File: src/pbd_pkg.sv
// Package for the protection bit map decoder: map offsets, field layout, defaults
package pbd_pkg;

   // ----------------------------------------------------------------
   // Widths
   // ----------------------------------------------------------------
   localparam int ADDR_W   = 24;           // Flash byte address width
   localparam int POS_W    = 10;           // Protection bit position width
   localparam int SUM_W    = 40;           // Wide walk arithmetic
   localparam int NUM_SEC  = 5;            // Sections in the map
   localparam int SEC_IDX_W = 3;           // Section counter width
   localparam int M_W      = 4;            // Density constant width
   localparam int N_SAT    = 24;           // Exponents at or above saturate

   // ----------------------------------------------------------------
   // APB register offsets (byte addresses)
   // ----------------------------------------------------------------
   localparam logic [7:0] OFF_CTRL   = 8'h00;  // Density constant m
   localparam logic [7:0] OFF_SEC0   = 8'h10;  // Section words, one per word
   localparam logic [7:0] OFF_QUERY  = 8'h30;  // Query byte address
   localparam logic [7:0] OFF_RESULT = 8'h34;  // Write and read lock bit indices
   localparam logic [7:0] OFF_STATUS = 8'h38;  // Walk status
   localparam int         RES_RD_LSB = 16;     // Read lock index position

   // Status bit positions
   localparam int ST_BUSY = 0;
   localparam int ST_DONE = 1;
   localparam int ST_HIT  = 2;
   localparam int ST_RDV  = 3;
   localparam int ST_RNG  = 4;
   localparam int ST_TYPE = 5;
   localparam int ST_SPAN = 6;
   localparam int ST_W    = 7;

   // ----------------------------------------------------------------
   // Sector types and block sizes
   // ----------------------------------------------------------------
   localparam logic [7:0] TYPE_8K  = 8'h02;
   localparam logic [7:0] TYPE_32K = 8'h03;
   localparam logic [7:0] TYPE_64K = 8'h04;
   localparam int SHIFT_8K  = 13;
   localparam int SHIFT_32K = 15;
   localparam int SHIFT_64K = 16;

   // Density constant range and default
   localparam logic [M_W-1:0] M_MIN = 4'h4;
   localparam logic [M_W-1:0] M_MAX = 4'h8;
   localparam logic [M_W-1:0] M_DEF = 4'h5;

   // One section: four byte fields, type in the low byte
   typedef struct packed {
      logic [7:0] end_bit;                 // protection_end_bit_field
      logic [7:0] start_bit;               // protection_start_bit_field
      logic [7:0] count_n;                 // Number of sectors exponent
      logic [7:0] sec_type;                // Sector type
   } pbd_section_t;

   // Decoded answer of one query
   typedef struct packed {
      logic [POS_W-1:0] wr_bit;            // Write lock bit index
      logic [POS_W-1:0] rd_bit;            // Read lock bit index
   } pbd_result_t;

   // Default map, bottom to top
   localparam pbd_section_t SEC_DEF [NUM_SEC] = '{
      '{end_bit: 8'h04, start_bit: 8'hff, count_n: 8'h02, sec_type: TYPE_8K},
      '{end_bit: 8'hfd, start_bit: 8'hfd, count_n: 8'h00, sec_type: TYPE_32K},
      '{end_bit: 8'hfc, start_bit: 8'h00, count_n: 8'h00, sec_type: TYPE_64K},
      '{end_bit: 8'hfe, start_bit: 8'hfe, count_n: 8'h00, sec_type: TYPE_32K},
      '{end_bit: 8'h0e, start_bit: 8'h07, count_n: 8'h02, sec_type: TYPE_8K}
   };

endpackage

File: src/pbd_decoder.sv
// Host-side protection bit map decoder with an APB register port
//
// Behaviour
// - start field zero means protection bit zero
// - nonzero field is signed adder on 2^m+1
// - positions step by one, span equals blocks, twice blocks for 8K
// - sector types 2, 3, 4 mean 8K, 32K, 64K
// - 8K and 32K counts are two to n
// - 64K count is two to m minus two
// - density m is 4 to 8
// - bottom 8K adders are minus one, four
// - 8K odd positions read lock, even write
// - bottom 32K single bit at minus three
// - 64K run starts at bit zero, ends minus four
// - top 32K single bit at minus two
// - top 8K adders are seven and fourteen
// - section is type, count, start, end bytes
`timescale 1ns/10ps
module pbd_decoder
   import pbd_pkg::*;
(
   // Clock, reset, enable
   input  wire logic                 pclk,
   input  wire logic                 presetn,
   input  wire logic                 ce,
   // APB slave
   input  wire logic                 psel,
   input  wire logic                 penable,
   input  wire logic                 pwrite,
   input  wire logic [7:0]           paddr,
   input  wire logic [31:0]          pwdata,
   output logic      [31:0]          prdata,
   output logic                      pready,
   output logic                      pslverr,
   // Walk activity
   output logic                      busy
);
   import pbd_pkg::*;

   // ----------------------------------------------------------------
   // Functions
   // ----------------------------------------------------------------

   // Field to bit position
   function automatic logic [POS_W-1:0] bit_pos(input logic [7:0] f,
                                               input logic [M_W-1:0] m);
      int v;
      v = (1 << m) + 1 + int'($signed(f));
      if (f == 8'h00)
         return '0;
      return POS_W'(v);
   endfunction

   // Log2 of block size, zero for an unknown type
   function automatic int block_shift(input logic [7:0] t);
      case (t)
         TYPE_8K:  return SHIFT_8K;
         TYPE_32K: return SHIFT_32K;
         TYPE_64K: return SHIFT_64K;
         default:  return 0;
      endcase
   endfunction

   // Blocks in a section
   function automatic logic [SUM_W-1:0] block_count(input pbd_section_t s,
                                                   input logic [M_W-1:0] m);
      if (s.sec_type == TYPE_64K)
         return (SUM_W'(1) << m) - SUM_W'(2);
      if (s.count_n >= 8'(N_SAT))
         return SUM_W'(1) << N_SAT;
      return SUM_W'(1) << s.count_n;
   endfunction

   // ----------------------------------------------------------------
   // State
   // ----------------------------------------------------------------
   typedef enum logic [1:0] {PBD_IDLE, PBD_WALK, PBD_DONE} pbd_state_t;

   pbd_state_t          state;                  // Walk state
   logic [M_W-1:0]      dens_m;                 // Density constant
   pbd_section_t        sec_tab [NUM_SEC];      // Section words
   logic [ADDR_W-1:0]   q_addr;                 // Query address
   logic [SEC_IDX_W-1:0] sec_idx;               // Section under test
   logic [SUM_W-1:0]    base;                   // Section base address
   pbd_result_t         result;                 // Last answer
   logic [ST_W-1:0]     status;                 // Status flags

   // ----------------------------------------------------------------
   // Bus decode
   // ----------------------------------------------------------------
   logic bus_acc;                               // Access phase, answer due
   logic bus_wr;                                // Write takes effect
   logic sec_hit;                               // Address falls on a section
   logic [SEC_IDX_W-1:0] sec_sel;               // Which section word
   logic q_wr;                                  // Accepted query write
   logic m_ok;                                  // Legal density write
   logic bad;                                   // Access answered with error

   assign bus_acc = psel & penable & ~pready;
   assign bus_wr  = psel & penable & pready & pwrite & ~pslverr;
   assign sec_sel = SEC_IDX_W'((paddr - OFF_SEC0) >> 2);
   assign sec_hit = (paddr >= OFF_SEC0) && (paddr < OFF_QUERY) && (paddr[1:0] == 2'b00)
                    && (sec_sel < SEC_IDX_W'(NUM_SEC));
   assign q_wr    = bus_wr & (paddr == OFF_QUERY);
   assign m_ok    = (pwdata[M_W-1:0] >= M_MIN) && (pwdata[M_W-1:0] <= M_MAX)
                    && (pwdata[31:M_W] == '0);

   // Errors: unmapped, illegal m, writes to read-only, edits while busy
   always_comb
   begin
      bad = 1'b1;
      if (paddr == OFF_CTRL)
         bad = pwrite & (~m_ok | busy);
      else if (sec_hit)
         bad = pwrite & busy;
      else if (paddr == OFF_QUERY)
         bad = pwrite & busy;
      else if (paddr == OFF_RESULT || paddr == OFF_STATUS)
         bad = pwrite;
   end

   // ----------------------------------------------------------------
   // APB answer
   // ----------------------------------------------------------------

   // One wait state, then pready with data and error
   always_ff @(posedge pclk or negedge presetn)
   begin
      if (!presetn)
      begin
         pready  <= 1'b0;
         pslverr <= 1'b0;
         prdata  <= '0;
      end
      else if (ce)
      begin
         pready  <= bus_acc;
         pslverr <= bus_acc & bad;
         prdata  <= '0;
         if (bus_acc && !pwrite && !bad)
         begin
            if (paddr == OFF_CTRL)
               prdata <= 32'(dens_m);
            else if (sec_hit)
               prdata <= sec_tab[sec_sel];
            else if (paddr == OFF_QUERY)
               prdata <= 32'(q_addr);
            else if (paddr == OFF_RESULT)
               prdata <= (32'(result.rd_bit) << RES_RD_LSB) | 32'(result.wr_bit);
            else
               prdata <= 32'(status);
         end
      end
   end

   // ----------------------------------------------------------------
   // Configuration registers
   // ----------------------------------------------------------------

   // Density constant and section words, held while a walk runs
   always_ff @(posedge pclk or negedge presetn)
   begin
      if (!presetn)
      begin
         dens_m  <= M_DEF;
         sec_tab <= SEC_DEF;
      end
      else if (ce && bus_wr)
      begin
         if (paddr == OFF_CTRL)
            dens_m <= pwdata[M_W-1:0];
         else if (sec_hit)
            sec_tab[sec_sel] <= pwdata;
      end
   end

   // ----------------------------------------------------------------
   // Section walk
   // ----------------------------------------------------------------
   pbd_section_t     cur;                       // Section under test
   int               shift;                     // Its block size, log2
   logic [SUM_W-1:0] cnt;                       // Its block count
   logic [SUM_W-1:0] limit;                     // First address above it
   logic [SUM_W-1:0] blk;                       // Block index within it
   logic [POS_W-1:0] start_pos;                 // First bit position
   logic [POS_W-1:0] end_pos;                   // Last bit position
   logic             is_8k;                     // Paired lock bits
   logic [SUM_W-1:0] span;                      // Positions the section uses
   logic             found;                     // Query lands here

   assign cur       = sec_tab[sec_idx];
   assign shift     = block_shift(cur.sec_type);
   assign cnt       = block_count(cur, dens_m);
   assign limit     = base + (cnt << shift);
   assign blk       = (SUM_W'(q_addr) - base) >> shift;
   assign start_pos = bit_pos(cur.start_bit, dens_m);
   assign end_pos   = bit_pos(cur.end_bit, dens_m);
   assign is_8k     = (cur.sec_type == TYPE_8K);
   assign span      = is_8k ? (cnt << 1) : cnt;
   assign found     = (shift != 0) && (SUM_W'(q_addr) < limit);

   // Query write starts; one section per cycle, bottom upward
   always_ff @(posedge pclk or negedge presetn)
   begin
      if (!presetn)
      begin
         state   <= PBD_IDLE;
         q_addr  <= '0;
         sec_idx <= '0;
         base    <= '0;
         busy    <= 1'b0;
      end
      else if (ce)
      begin
         case (state)
            PBD_IDLE, PBD_DONE:
               if (q_wr)
               begin
                  q_addr  <= pwdata[ADDR_W-1:0];
                  sec_idx <= '0;
                  base    <= '0;
                  busy    <= 1'b1;
                  state   <= PBD_WALK;
               end
            PBD_WALK:
               // Stop on hit, bad type or past the top section
               if (found || shift == 0 || sec_idx == SEC_IDX_W'(NUM_SEC - 1))
               begin
                  busy  <= 1'b0;
                  state <= PBD_DONE;
               end
               else
               begin
                  base    <= limit;
                  sec_idx <= sec_idx + 1'b1;
               end
            default:
               state <= PBD_IDLE;
         endcase
      end
   end

   // Answer kept until the next hit, flags cleared by each new query
   always_ff @(posedge pclk or negedge presetn)
   begin
      if (!presetn)
      begin
         result <= '0;
         status <= '0;
      end
      else if (ce)
      begin
         if (state != PBD_WALK && q_wr)
         begin
            status          <= '0;
            status[ST_BUSY] <= 1'b1;
         end
         else if (state == PBD_WALK)
         begin
            // Declared span must match the block count
            if (shift != 0 && SUM_W'(end_pos) + 1 != SUM_W'(start_pos) + span)
               status[ST_SPAN] <= 1'b1;
            if (shift == 0)
            begin
               status[ST_TYPE] <= 1'b1;
               status[ST_BUSY] <= 1'b0;
               status[ST_DONE] <= 1'b1;
            end
            else if (found)
            begin
               status[ST_HIT]  <= 1'b1;
               status[ST_RDV]  <= is_8k;
               status[ST_BUSY] <= 1'b0;
               status[ST_DONE] <= 1'b1;
               // Even write lock, odd read lock above it
               if (is_8k)
               begin
                  result.wr_bit <= start_pos + POS_W'(blk << 1);
                  result.rd_bit <= start_pos + POS_W'(blk << 1) + 1'b1;
               end
               else
               begin
                  result.wr_bit <= start_pos + POS_W'(blk);
                  result.rd_bit <= '0;
               end
            end
            else if (sec_idx == SEC_IDX_W'(NUM_SEC - 1))
            begin
               status[ST_RNG]  <= 1'b1;
               status[ST_BUSY] <= 1'b0;
               status[ST_DONE] <= 1'b1;
            end
         end
      end
   end

   // Enabled cycles spent in the walk; ce can stall a walk for any time,
   // so its length is only bounded when counted in enabled cycles
   logic [SEC_IDX_W-1:0] walk_len;              // Enabled walk cycles so far

   always_ff @(posedge pclk or negedge presetn)
   begin
      if (!presetn)
         walk_len <= '0;
      else if (ce)
         walk_len <= (state == PBD_WALK) ? walk_len + 1'b1 : '0;
   end
endmodule

File: config.mk
export PLATFORM = sky130hd
export DESIGN_NAME = pbd_decoder
export DESIGN_NICKNAME = d
export VERILOG_FILES = /design/src/pbd_pkg.sv /design/src/pbd_decoder.sv
export SDC_FILE = /design/constraint.sdc
export NUM_CORES = 1
export LEC_CHECK = 0
export BUFFER_PORTS_ARGS = -buffer_cell sky130_fd_sc_hd__buf_2
export CAP_MARGIN = 20
export CELL_PAD_IN_SITES_DETAIL_PLACEMENT = 1
export CELL_PAD_IN_SITES_GLOBAL_PLACEMENT = 1
export CORE_MARGIN = 2
export CORE_UTILIZATION = 35
export DETAILED_ROUTE_END_ITERATION = 8
export PLACE_DENSITY_LB_ADDON = 0.1
export SETUP_SLACK_MARGIN = 0.2
export SKIP_CTS_REPAIR_TIMING = 1
export SLEW_MARGIN = 20
export SYNTH_ARGS = -nofsm -noshare
export SYNTH_HDL_FRONTEND = slang
export SYNTH_SLANG_ARGS = --single-unit
export TNS_END_PERCENT = 50
File: constraint.sdc
create_clock -name pclk -period 9.08 [get_ports pclk]
set_input_delay 1.362 -clock pclk [delete_from_list [all_inputs] [get_ports pclk]]
set_output_delay 1.362 -clock pclk [all_outputs]
set_load 0.01 [all_outputs]
==> out/qor.txt <==
Post-Place Setup Slack - 53.9 ps
Worst Path Arrival - 8960 ps
Initial antenna violation count - 1
Power per cell area - 121 nW/um^2
RePlAce Congestion - 0.955
Synth Register Bits - 295
Final #Nets - 2870
Row cnt - 95
Top cells by area, synth - dfrtp_1, mux2_2, ha_1
Tmin final - 8500 ps
Data required, critical path - 9540 ps
Largest area contributor in the netlist - dfrtp_1
Yosys cell types - 101
Die area - 69700 sq um
Largest net degree at the start of global routing - 128
Number of I/O pins - 81
CP Buf/Inv Count - 2
Yosys warnings - 0
Diodes inserted - 0
Leak - 11.8 nW
Crit Path Max Fanout - 15
CP delay by family, top - simple AND/OR/NAND/NOR gates
Total GRT Usage - 28.0%
Number of global-route vias before repair - 22500
Area growth syn-to-layout - 12.4%
Final Routed Wirelength - 99400 microns
CTS tree - built
Clk sinks - 295
Die height - 264 microns
Fill cell count - 7803
Fmax - 118 MHz
Crit start category - register
Syn Std Cell Area - 23700 sq um
Remaining global-route overflow - 0
H-tree depth - 2
CTS Buffer Depth - 3
Syn avg cell area - 9.03 sq um
Initial DRC Count - 1255
Mapped Cells - 2621
Least-Margin Pin Slew - 1080 ps
Die width - 264 microns
Wire length per cell - 27.8 microns
Primary FF master, synth - dfrtp_1
Unrepaired setup endpoints after global routing - no
Asr flop ratio synth - 100%
Fin crit share - 93.6%
Critical path capture point type - register
Mapped Nets - 2819
Sum Neg Setup Slack - 0 ps
Skew final - 28.9 ps
Fin worst setup slack - 580 ps
Port bufs - 80
Rel. slew slack - 27.1%
Post-layout util - 39.7%
Post-synth EDFFs - 0
Hold WC Path Type - reg -> reg
Clock Latency Late Sink - 600 ps
Run status - complete, no violations
Most common cell in the netlist - dfrtp_1
TritonRoute pass-1 iters - 5
Max IR drop VDD - 0.128 mV
Top-area cell type share of the netlist area - 24.9%
Worst hold slack - 483 ps
DR vias - 21700
Final hold violations - 0
Layout cell share with drive strength beyond 1 - 20.7%
Routed Antenna Nets - 0
Crit path max-delay cell type - a211oi_1
Fin. max-slew vios - 0
Clock transition at path regs - 60 ps
Sequential share of the synthesized area - 31.5%
Synth cell count leaders - dfrtp_1, nor2_1, mux2_2, a21oi_1, nand2_1
Root Driver - clkbuf_16
Final setup fails - 0
HPWL Detailed - 76300 microns
Num CTS Buffers - 39
WS Path Type - reg -> reg
Max Cap Viol - 0
Core area - 67000 sq um
# DRC - 0
Drt via density - 6.06
Starting density of the core - 35.3%
Global-route wire length before repair - 149000 microns
Slowest Stage Delay on Critical Path - 660 ps
## path summary, 6_finish.rpt
check	slack, ps	endpoint	start	cells after the start
min in group asynchronous	830	sec_tab[4]$_DFFE_PN0P_	presetn	1
hold / removal	480	status[2]$_DFFE_PN0P_	status[2]$_DFFE_PN0P_	2
hold reg to reg	480	status[2]$_DFFE_PN0P_	status[2]$_DFFE_PN0P_	2
setup reg to reg	580	result[8]$_DFFE_PN0P_	sec_idx[0]$_DFFE_PN0P_	29
max in group asynchronous	6550	sec_idx[2]$_DFFE_PN0P_	presetn	2
setup / recovery	580	result[8]$_DFFE_PN0P_	sec_idx[0]$_DFFE_PN0P_	29
## state kept, by name, indices dropped and copies added (netlist names)
register,flops
base,40
status,7
sec_idx,3
dens_m,4
result,20
prdata,32
pready,1
busy,1
state,2
q_addr,24
pslverr,1
sec_tab,160
## layout make-up
type	count	area (sq um)	share of cell area [%]
multi-input combinational	2059	15200	57.2
sequential	295	7460	28.1
clock buffer	57	1130	4.26
tap	873	1090	4.11
timing repair buffer	158	1010	3.81
inverter	119	450	1.69
clock inverter	15	221	0.832
## worst min-delay path: stages (launching register included)
cell and delay (ps):
dfrtp_1 340, nand2_1 50, nand2_1 60
## per-layer routing
metal / share of wire, % / wire, microns / GRT usage, % / vias up
met2: 49 / 48300 / 48.1 / 481
met5: 0 / 0 / 0 / -
met4: 4.0 / 3980 / 10.4 / 0
met1: 43 / 42800 / 35.9 / 11200
met3: 4.3 / 4300 / 3.50 / 157
li1: - / - / - / 9861
## power by group
part / leakage, nW / internal [mW] / switching (mW) / total (mW)
Sequential: 3.89 / 1.32 / 0.0144 / 1.34
Combinational: 7.28 / 0.0672 / 0.167 / 0.234
Clock: 0.658 / 0.968 / 0.678 / 1.65
Total: 11.8 / 2.36 / 0.859 / 3.22
## layout by cell type, fill, tap and decap left out, drive strengths merged, types with 13 or more instances in the layout
cell type / count
o211ai: 14
ha: 145
nor2: 223
dfstp: 60
xor2: 45
dfrtp: 235
o21ai: 141
nand2: 187
a21o: 42
mux2i: 107
o31ai: 22
buf: 158
nand4: 29
a211oi: 24
nor2b: 13
a21oi: 195
o21bai: 24
a22oi: 26
o22ai: 76
nand3: 51
inv: 121
o21a: 28
mux2: 196
nor4: 40
a31oi: 14
xnor2: 69
o2bb2ai: 30
and3: 13
nor3: 60
and2: 29
clkbuf: 57
## stage by stage
stage                     power (mW)  std cells  instance area [sq um]
after global routing            3.33       3576                  26600
after CTS                       3.25       3571                  26500
after detailed placement        1.59       3499                  25100
final                           3.22       3576                  26600
after global placement          1.59       3499                  25100
after floorplan                 1.47       2621                  23700
## cells by family after synthesis
logic type	share of synthesized area (%)
and+or+nand+nor	14.6
adders and majority gates	8.26
buffers and inverters	4.71
muxes	15.0
AOI/OAI and AO/OA	21.7
DFF	31.5
xor gates and xnor gates	4.22
(Power assumes the default switching activity.)
